**src/shared/psd_pkg.sv**
```systemverilog
// constants, types and format decoding shared by the phase sequencer files
`default_nettype none
package psd_pkg;

    // phase pointer held in two bits, binary coded
    typedef enum logic [1:0] {
        PH_ZERO  = 2'h0,
        PH_ONE   = 2'h1,
        PH_TWO   = 2'h2,
        PH_THREE = 2'h3
    } psd_phase_t;

    typedef enum logic [1:0] {
        FMT_NONE = 2'h0,
        FMT_RR   = 2'h1,
        FMT_RX   = 2'h2,
        FMT_RS   = 2'h3
    } psd_fmt_t;

    // which phase-one routine the forced address selected
    typedef enum logic [1:0] {
        RT_NONE     = 2'h0,
        RT_RX_INDEX = 2'h1,
        RT_RX_PLAIN = 2'h2,
        RT_RS_INDEX = 2'h3
    } psd_routine_t;

    // forced microprogram entry addresses
    localparam logic [11:0] ADDR_NONE     = 12'h000;
    localparam logic [11:0] ADDR_RS_INDEX = 12'h004;
    localparam logic [11:0] ADDR_RX_PLAIN = 12'h008;
    localparam logic [11:0] ADDR_RX_INDEX = 12'h00C;
    localparam logic [11:0] ADDR_PHASE0   = 12'h010;
    localparam logic [11:0] ADDR_SERVICE  = 12'h014;
    localparam logic [11:0] ADDR_ILLEGAL  = 12'h200;
    // base of the generated dispatch routines, value arbitrary
    localparam logic [11:0] ADDR_DISP_BASE = 12'h400;

    // opcode high nibbles of each format
    localparam logic [3:0] NIB_RR_A = 4'h0;
    localparam logic [3:0] NIB_RR_B = 4'h2;
    localparam logic [3:0] NIB_RR_C = 4'h9;
    localparam logic [3:0] NIB_RX_A = 4'h4;
    localparam logic [3:0] NIB_RX_B = 4'h6;
    localparam logic [3:0] NIB_RX_C = 4'hD;
    localparam logic [3:0] NIB_RS_A = 4'hC;
    localparam logic [3:0] NIB_RS_B = 4'hE;

    // first-halfword fields; bit 0 of the instruction is bit 15 here
    localparam int FN_MSB = 15;
    localparam int FN_LSB = 8;
    localparam int R1_MSB = 7;
    localparam int R1_LSB = 4;
    localparam int X2_MSB = 3;
    localparam int X2_LSB = 0;

    localparam logic [15:0] LOC_STEP = 16'h0002;
    localparam logic [3:0] X2_NONE = 4'h0;
    localparam logic [15:0] REG16_RST = 16'h0000;
    localparam logic [11:0] ADDR_RST = 12'h000;
    localparam psd_phase_t PHASE_RST = PH_THREE;

    function automatic psd_fmt_t psd_classify(input logic [7:0] fnByte);
        logic [3:0] nib;
        nib = fnByte[7:4];
        if (nib == NIB_RR_A || nib == NIB_RR_B || nib == NIB_RR_C) begin
            psd_classify = FMT_RR;
        end else if (nib == NIB_RX_A || nib == NIB_RX_B || nib == NIB_RX_C) begin
            psd_classify = FMT_RX;
        end else if (nib == NIB_RS_A || nib == NIB_RS_B) begin
            psd_classify = FMT_RS;
        end else begin
            psd_classify = FMT_NONE;
        end
    endfunction

endpackage
`default_nettype wire

```
**src/rtl/psd_dispatch_table.sv**
```systemverilog
// opcode dispatch table: function byte to 12-bit routine start
`timescale 1ns/10ps
`default_nettype none
module psd_dispatch_table
    import psd_pkg::*;
(
    input wire logic [7:0] functionByte,
    output logic [11:0] routineAddr
);

    // undefined opcodes give an all-zero word
    always_comb begin
        if (psd_classify(functionByte) == FMT_NONE) begin
            routineAddr = ADDR_NONE;
        end else begin
            routineAddr = ADDR_DISP_BASE + {3'h0, functionByte, 1'b0};
        end
    end

endmodule // psd_dispatch_table
`default_nettype wire

```
**src/rtl/psd_phase_sequencer.sv**
```systemverilog
// four-phase user instruction sequencer with format decode and dispatch
`timescale 1ns/10ps
`default_nettype none
module psd_phase_sequencer
    import psd_pkg::*;
(
    input wire logic clk,
    input wire logic rst_n,
    input wire logic phaseDecode,
    input wire logic fetchLoad,
    input wire logic routineStep,
    input wire logic execValid,
    input wire logic [11:0] execAddr,
    input wire logic serviceDone,
    input wire logic ioInterrupt,
    input wire logic consoleAttention,
    input wire logic consoleSingle,
    input wire logic memParityFail,
    input wire logic powerFail,
    input wire logic memReadValid,
    input wire logic [15:0] memReadData,
    input wire logic [15:0] firstOperandGpr,
    input wire logic [15:0] indexGprRead,
    output logic [1:0] phase,
    output logic [11:0] microAddr,
    output logic microAddrLoad,
    output logic memReadReq,
    output logic [15:0] memReadAddr,
    output logic [15:0] instrPointer,
    output logic [15:0] instructionHoldReg,
    output logic [15:0] memoryDataReg,
    output logic [15:0] memoryAddressReg,
    output logic [15:0] accumulatorOperand,
    output logic [1:0] instrFormat,
    output logic indexEnable,
    output logic [3:0] firstRegField,
    output logic [3:0] indexField,
    output logic [15:0] immediateOperand,
    output logic illegalTrap
);

    psd_phase_t phase_ff, nxtPhase;
    psd_routine_t routine_ff, nxtRoutine;
    logic [11:0] microAddr_ff, nxtAddr;
    logic microAddrLoad_ff, nxtAddrLoad;
    logic memReadReq_ff, nxtReadReq;
    logic [15:0] memReadAddr_ff, nxtReadAddr;
    logic [15:0] instrPointer_ff;
    logic [15:0] instrHold_ff;
    logic [15:0] memDataReg_ff;
    logic [15:0] memAddrReg_ff;
    logic [15:0] accumOperand_ff;
    logic illegalTrap_ff;
    logic initGrace_ff;
    logic pointerStep;
    logic loadAccum;
    logic [11:0] dispatchWord;
    psd_fmt_t fmtNow;
    logic indexed;
    logic anyCondition;
    logic illegalHit;
    logic [7:0] functionByte;

    assign functionByte = instrHold_ff[FN_MSB:FN_LSB];
    assign fmtNow = psd_classify(functionByte);
    assign indexed = (instrHold_ff[X2_MSB:X2_LSB] != X2_NONE) && (fmtNow == FMT_RX || fmtNow == FMT_RS);
    assign anyCondition = ioInterrupt | consoleAttention | consoleSingle | memParityFail | powerFail;
    // zero location trap; the word left by reset is exempt once
    assign illegalHit = execValid && (execAddr == ADDR_NONE) && !initGrace_ff;

    psd_dispatch_table psd_dispatch_table_i (
        .functionByte(functionByte),
        .routineAddr(dispatchWord)
    );

    // phase change decode; illegal trap outranks a decode in the same cycle
    always_comb begin
        nxtPhase = phase_ff;
        nxtAddr = microAddr_ff;
        nxtAddrLoad = 1'b0;
        nxtReadReq = 1'b0;
        nxtReadAddr = memReadAddr_ff;
        nxtRoutine = routine_ff;
        pointerStep = 1'b0;
        loadAccum = 1'b0;
        if (illegalHit) begin
            nxtPhase = PH_THREE;
            nxtAddr = ADDR_ILLEGAL;
            nxtAddrLoad = 1'b1;
        end else if (phaseDecode) begin
            case (phase_ff)
                PH_ZERO: begin
                    if (fmtNow == FMT_RR) begin
                        loadAccum = 1'b1;
                        nxtPhase = PH_TWO;
                        nxtAddr = dispatchWord;
                        nxtAddrLoad = 1'b1;
                    end else begin
                        nxtReadReq = 1'b1;
                        nxtReadAddr = instrPointer_ff;
                        pointerStep = 1'b1;
                        nxtAddrLoad = 1'b1;
                        if (fmtNow == FMT_RX && indexed) begin
                            nxtPhase = PH_ONE;
                            nxtAddr = ADDR_RX_INDEX;
                            nxtRoutine = RT_RX_INDEX;
                        end else if (fmtNow == FMT_RX) begin
                            nxtPhase = PH_ONE;
                            nxtAddr = ADDR_RX_PLAIN;
                            nxtRoutine = RT_RX_PLAIN;
                        end else if (fmtNow == FMT_RS && indexed) begin
                            nxtPhase = PH_ONE;
                            nxtAddr = ADDR_RS_INDEX;
                            nxtRoutine = RT_RS_INDEX;
                        end else begin
                            nxtPhase = PH_TWO;
                            nxtAddr = dispatchWord;
                        end
                    end
                end
                PH_ONE: begin
                    // operand read only for memory format
                    nxtPhase = PH_TWO;
                    nxtAddr = dispatchWord;
                    nxtAddrLoad = 1'b1;
                    nxtRoutine = RT_NONE;
                    if (fmtNow == FMT_RX) begin
                        nxtReadReq = 1'b1;
                        nxtReadAddr = memAddrReg_ff;
                    end
                end
                PH_TWO: begin
                    nxtAddrLoad = 1'b1;
                    if (anyCondition) begin
                        nxtPhase = PH_THREE;
                        nxtAddr = ADDR_SERVICE;
                    end else begin
                        nxtPhase = PH_ZERO;
                        nxtAddr = ADDR_PHASE0;
                        nxtReadReq = 1'b1;
                        nxtReadAddr = instrPointer_ff;
                        pointerStep = 1'b1;
                    end
                end
                PH_THREE: begin
                    if (serviceDone) begin
                        nxtPhase = PH_ZERO;
                        nxtAddr = ADDR_PHASE0;
                        nxtAddrLoad = 1'b1;
                        nxtReadReq = 1'b1;
                        nxtReadAddr = instrPointer_ff;
                        pointerStep = 1'b1;
                    end
                end
                default: begin
                    nxtPhase = PH_THREE;
                end
            endcase
        end
    end

    // phase and address on one edge
    always_ff @(posedge clk or negedge rst_n) begin
        if (!rst_n) begin
            phase_ff <= PHASE_RST;
            microAddr_ff <= ADDR_RST;
            microAddrLoad_ff <= 1'b0;
            routine_ff <= RT_NONE;
        end else begin
            phase_ff <= nxtPhase;
            microAddr_ff <= nxtAddr;
            microAddrLoad_ff <= nxtAddrLoad;
            routine_ff <= nxtRoutine;
        end
    end

    always_ff @(posedge clk or negedge rst_n) begin
        if (!rst_n) begin
            memReadReq_ff <= 1'b0;
            memReadAddr_ff <= REG16_RST;
        end else begin
            memReadReq_ff <= nxtReadReq;
            memReadAddr_ff <= nxtReadAddr;
        end
    end

    // pointer advances by two with each fetch read
    always_ff @(posedge clk or negedge rst_n) begin
        if (!rst_n) begin
            instrPointer_ff <= REG16_RST;
        end else if (pointerStep) begin
            instrPointer_ff <= instrPointer_ff + LOC_STEP;
        end
    end

    // one illegal pulse; grace covers the zero word seen after reset
    always_ff @(posedge clk or negedge rst_n) begin
        if (!rst_n) begin
            illegalTrap_ff <= 1'b0;
            initGrace_ff <= 1'b1;
        end else begin
            illegalTrap_ff <= illegalHit;
            if (execValid) begin
                initGrace_ff <= 1'b0;
            end
        end
    end

    always_ff @(posedge clk or negedge rst_n) begin
        if (!rst_n) begin
            instrHold_ff <= REG16_RST;
        end else if (fetchLoad && phase_ff == PH_ZERO) begin
            instrHold_ff <= memDataReg_ff;
        end
    end

    // address may be modified by index
    always_ff @(posedge clk or negedge rst_n) begin
        if (!rst_n) begin
            memAddrReg_ff <= REG16_RST;
        end else if (fetchLoad && phase_ff == PH_ZERO) begin
            memAddrReg_ff <= instrPointer_ff;
        end else if (routineStep && phase_ff == PH_ONE && routine_ff == RT_RX_INDEX) begin
            memAddrReg_ff <= memDataReg_ff + indexGprRead;
        end else if (routineStep && phase_ff == PH_ONE && routine_ff == RT_RX_PLAIN) begin
            memAddrReg_ff <= memDataReg_ff;
        end
    end

    // routine step wins over a late read return; reads are one at a time
    always_ff @(posedge clk or negedge rst_n) begin
        if (!rst_n) begin
            memDataReg_ff <= REG16_RST;
        end else if (routineStep && phase_ff == PH_ONE && routine_ff == RT_RS_INDEX) begin
            memDataReg_ff <= memDataReg_ff + indexGprRead;
        end else if (memReadValid) begin
            memDataReg_ff <= memReadData;
        end
    end

    always_ff @(posedge clk or negedge rst_n) begin
        if (!rst_n) begin
            accumOperand_ff <= REG16_RST;
        end else if (loadAccum) begin
            accumOperand_ff <= firstOperandGpr;
        end
    end

    assign phase = phase_ff;
    assign microAddr = microAddr_ff;
    assign microAddrLoad = microAddrLoad_ff;
    assign memReadReq = memReadReq_ff;
    assign memReadAddr = memReadAddr_ff;
    assign instrPointer = instrPointer_ff;
    assign instructionHoldReg = instrHold_ff;
    assign memoryDataReg = memDataReg_ff;
    assign memoryAddressReg = memAddrReg_ff;
    assign accumulatorOperand = accumOperand_ff;
    assign illegalTrap = illegalTrap_ff;
    assign instrFormat = fmtNow;
    assign indexEnable = indexed;
    assign firstRegField = instrHold_ff[R1_MSB:R1_LSB];
    assign indexField = instrHold_ff[X2_MSB:X2_LSB];
    assign immediateOperand = memDataReg_ff;
endmodule // psd_phase_sequencer
`default_nettype wire

```
**config.mk**
```make
export PLATFORM = sky130hd
export DESIGN_NAME = psd_phase_sequencer
export DESIGN_NICKNAME = d
export VERILOG_FILES = /design/src/shared/psd_pkg.sv /design/src/rtl/psd_dispatch_table.sv /design/src/rtl/psd_phase_sequencer.sv
export SDC_FILE = /design/constraint.sdc
export NUM_CORES = 1
export LEC_CHECK = 0
export BUFFER_PORTS_ARGS = -buffer_cell sky130_fd_sc_hd__buf_2
export CAP_MARGIN = 20
export CELL_PAD_IN_SITES_DETAIL_PLACEMENT = 1
export CELL_PAD_IN_SITES_GLOBAL_PLACEMENT = 1
export CORE_UTILIZATION = 35
export DETAILED_ROUTE_END_ITERATION = 7
export GPL_TIMING_DRIVEN = 0
export PLACE_DENSITY_LB_ADDON = 0.1
export SLEW_MARGIN = 20
export SYNTH_ARGS = -nofsm -noshare
export SYNTH_HDL_FRONTEND = slang
export SYNTH_SLANG_ARGS = --single-unit
```
**constraint.sdc**
```tcl
create_clock -name clk -period 2.3 [get_ports clk]
set_clock_uncertainty 0.15 [all_clocks]
set_input_delay 0.575 -clock clk [delete_from_list [all_inputs] [get_ports clk]]
set_output_delay 0.575 -clock clk [all_outputs]
set_load 0.01 [all_outputs]
```
==> impl_metrics.tcl <==
set metrics [dict create \
    drive_gt1_share_pct 47.7 \
    setup_viol 2 \
    wl_met2_um 10500 \
    grt_pass1_wl_um 33300 \
    synth_top_area_cell "dfrtp_1" \
    syn_avg_cell_area_um2 10.0 \
    n_antenna_cell 0 \
    postRouteAntennaNets 0 \
    clk_latency_ns 0.41 \
    num_rows 49 \
    dr.pass1.iters 4 \
    fp.dieH_um 137 \
    status "finished, violations left" \
    start_kind "flip-flop" \
    reg2reg_slack_ns -0.04 \
    synth-seq-area-share_pct 44.3 \
    synth_cells 638 \
    grt_setup_unrepaired "true" \
    synth_common_cells "dfrtp_1 (110), nand2_1 (51), a21oi_1 (50), nor2_1 (40), mux2i_1 (32)" \
    dp_hpwl_um 16500 \
    routed.top_layer "met4" \
    cp-end-kind "flip-flop" \
    slew_headroom_pct 51.6 \
    fin_cells 1145 \
    critPathArrivalTime_ns 2.48 \
    worst_slew_pin_slew_ns 0.726 \
    viasPerCell 5.32 \
    wl_um 22300 \
    die_area_um2 18800 \
    port-buffer-count 208 \
    tritoncts "done" \
    min_period_ns 2.34 \
    syn_area_um2 6400 \
    fin_nets 996 \
    critical_path_class "flip-flop to flip-flop" \
    cts_buffer_depth 2 \
    synth_area_leaders "dfrtp_1 (43%), mux2_2 (5.5%), mux2i_1 (5.0%), a21oi_1 (3.9%), buf_4 (3.2%)" \
    wl_met1_um 10300 \
    grt_pass1_vias 5986 \
    cts_root_buffer "clkbuf_16" \
    ys_async_sr_fraction_pct 100 \
    fmax_mhz 427 \
    pwr_density_cell_nw_per_um2 1310 \
    timing.final.ws_setup_ns -0.0424 \
    ir_drop_uv 619 \
    critPathMaxFanout 4 \
    syn2layout_area_growth_pct 42.8 \
    synth.most_common_cell "dfrtp_1" \
    multi_input_area_um2 3570 \
    cts_buffers 17 \
    start_util_pct 35.6 \
    violations "setup timing" \
    synth-edff-count 0 \
    die_w_um 137 \
    grt_start_max_net_pins 59 \
    synth_top_area_share_pct 43.0 \
    wl_per_cell_um 19.5 \
    synth_cell_type_count 69 \
    cts.clk_slew.worst_paths_ns 0.06 \
    grtUsageTotal_pct 23.6 \
    final_hold_viol_count 0 \
    drt_iter0_markers 275 \
    synth_ff_type "dfrtp_1" \
    ys_ff_latch 113 \
    seqCellArea_um2 2850 \
    antenna_found_initial 0 \
    dp.cells 1078 \
    cts_sinks 113 \
    htreeDepth 4 \
    grt-ovfl-total 0 \
    core-area_um2 18000 \
    fill_cells 2055 \
    vias 6090 \
    finalCritPeriodShare_pct 102 \
    gp_congestion 0.851 \
    ioPinCount 213 \
    yosys_warnings 0 \
    drc 0 \
    finalMaxSlewViolations 0 \
    p_leak_nw 4.41 \
    cap_violations 0 \
    pre_cts_ws_ns -0.532 \
    met3_length_um 1050 \
    hold_path_class "input pin to flip-flop" \
    required_ns 2.44 \
    total_power_mw 12.0 \
    timing.hold.ws_ns 0.134 \
]
[cells by family (layout without fill, tap and decap cells)]
logic type / Yosys count / in the layout / share of synthesized area [%]
AOI/OAI and AO/OA: 159 / 159 / 17.0
buffers and inverters: 80 / 356 / 6.46
other: 1 / 3 / 0.0586
and+or+nand+nor: 180 / 180 / 14.7
muxes: 63 / 63 / 10.5
adders and majority gates: 17 / 17 / 3.44
DFF: 113 / 113 / 44.3
xor gates and xnor gates: 25 / 25 / 3.64
[per-stage QoR]
step           TNS, ns  area, µm²  util [%]
5_1_grt         -0.621       9140      50.9
3_3_place_gp   -130.40       7860      43.7
2_1_floorplan   -0.339       6530         -
6_report       -0.0496       9140      50.9
3_5_place_dp    -29.31       7890      43.9
4_1_cts         -0.232       8720      48.5
[registers in the layout, indices dropped and copies added, names as in the netlist, 10 cells and up]
register,count
memReadAddr,16
memoryAddressReg,16
immediateOperand,16
instrPointer,15
microAddr,10
instructionHoldReg,16
accumulatorOperand,16
[power by group]
part	internal, mW	switching (mW)
combinational	2.71	3.14
clock	1.65	0.879
sequential	2.79	0.771
total	7.16	4.79
[worst max-delay path: stages, from the launching register on]
cell and delay, ns:
dfrtp_2 0.43, ha_4 0.26, buf_4 0.14, a21oi_4 0.19
o21ba_4 0.17, a21oi_2 0.06, o311ai_4 0.32, mux2i_1 0.14
a311oi_1 0.33
[routing by layer]
metal | global-route usage, % | vias to the layer above
li1 | - | 2837
met1 | 33.0 | 3045
met2 | 36.9 | 178
met3 | 3.86 | 30
met4 | 8.42 | 0
met5 | 0 | -
[placed cells by master (no fill, tap or decap), drive strengths merged, types with 31 or more instances in the layout]
cell type  count
a21oi         50
buf          291
clkbuf        42
dfrtp        110
mux2          31
mux2i         32
nand2         51
nor2          40
o21ai         31
[path summary, 6_finish.rpt]
path                       cells after the start                 from              endpoint
max in group asynchronous                      3                rst_n              phase[0]
min reg2reg                                    1        microAddr[10]         microAddr[10]
min in group asynchronous                      2                rst_n       memReadAddr[14]
min                                            2            execValid          initGrace_ff
max reg2reg                                    8  immediateOperand[4]  immediateOperand[12]
max                                            8  immediateOperand[4]  immediateOperand[12]
[final cells by class]
cell class              instances  share of cell area [%]
plain buffers                  61                    4.56
flip-flops and latches        113                    31.2
multi-input cells             447                    39.1
clock inverters                 6                   0.904
inverters                      16                   0.657
repair buffers                250                    15.2
clock buffers                  23                    5.23
well taps                     229                    3.14
[timing repair]
item / in CTS / in global routing
pin swaps: 14 / 32
gates resized for setup: 51 / 67
setup endpoints to repair: 88 / 53
gates cloned: 0 / 0
hold buffers: 1 / 0
hold endpoints to repair: 6 / 0
buffers inserted: 13 / 28
(Power assumes the default switching activity.)
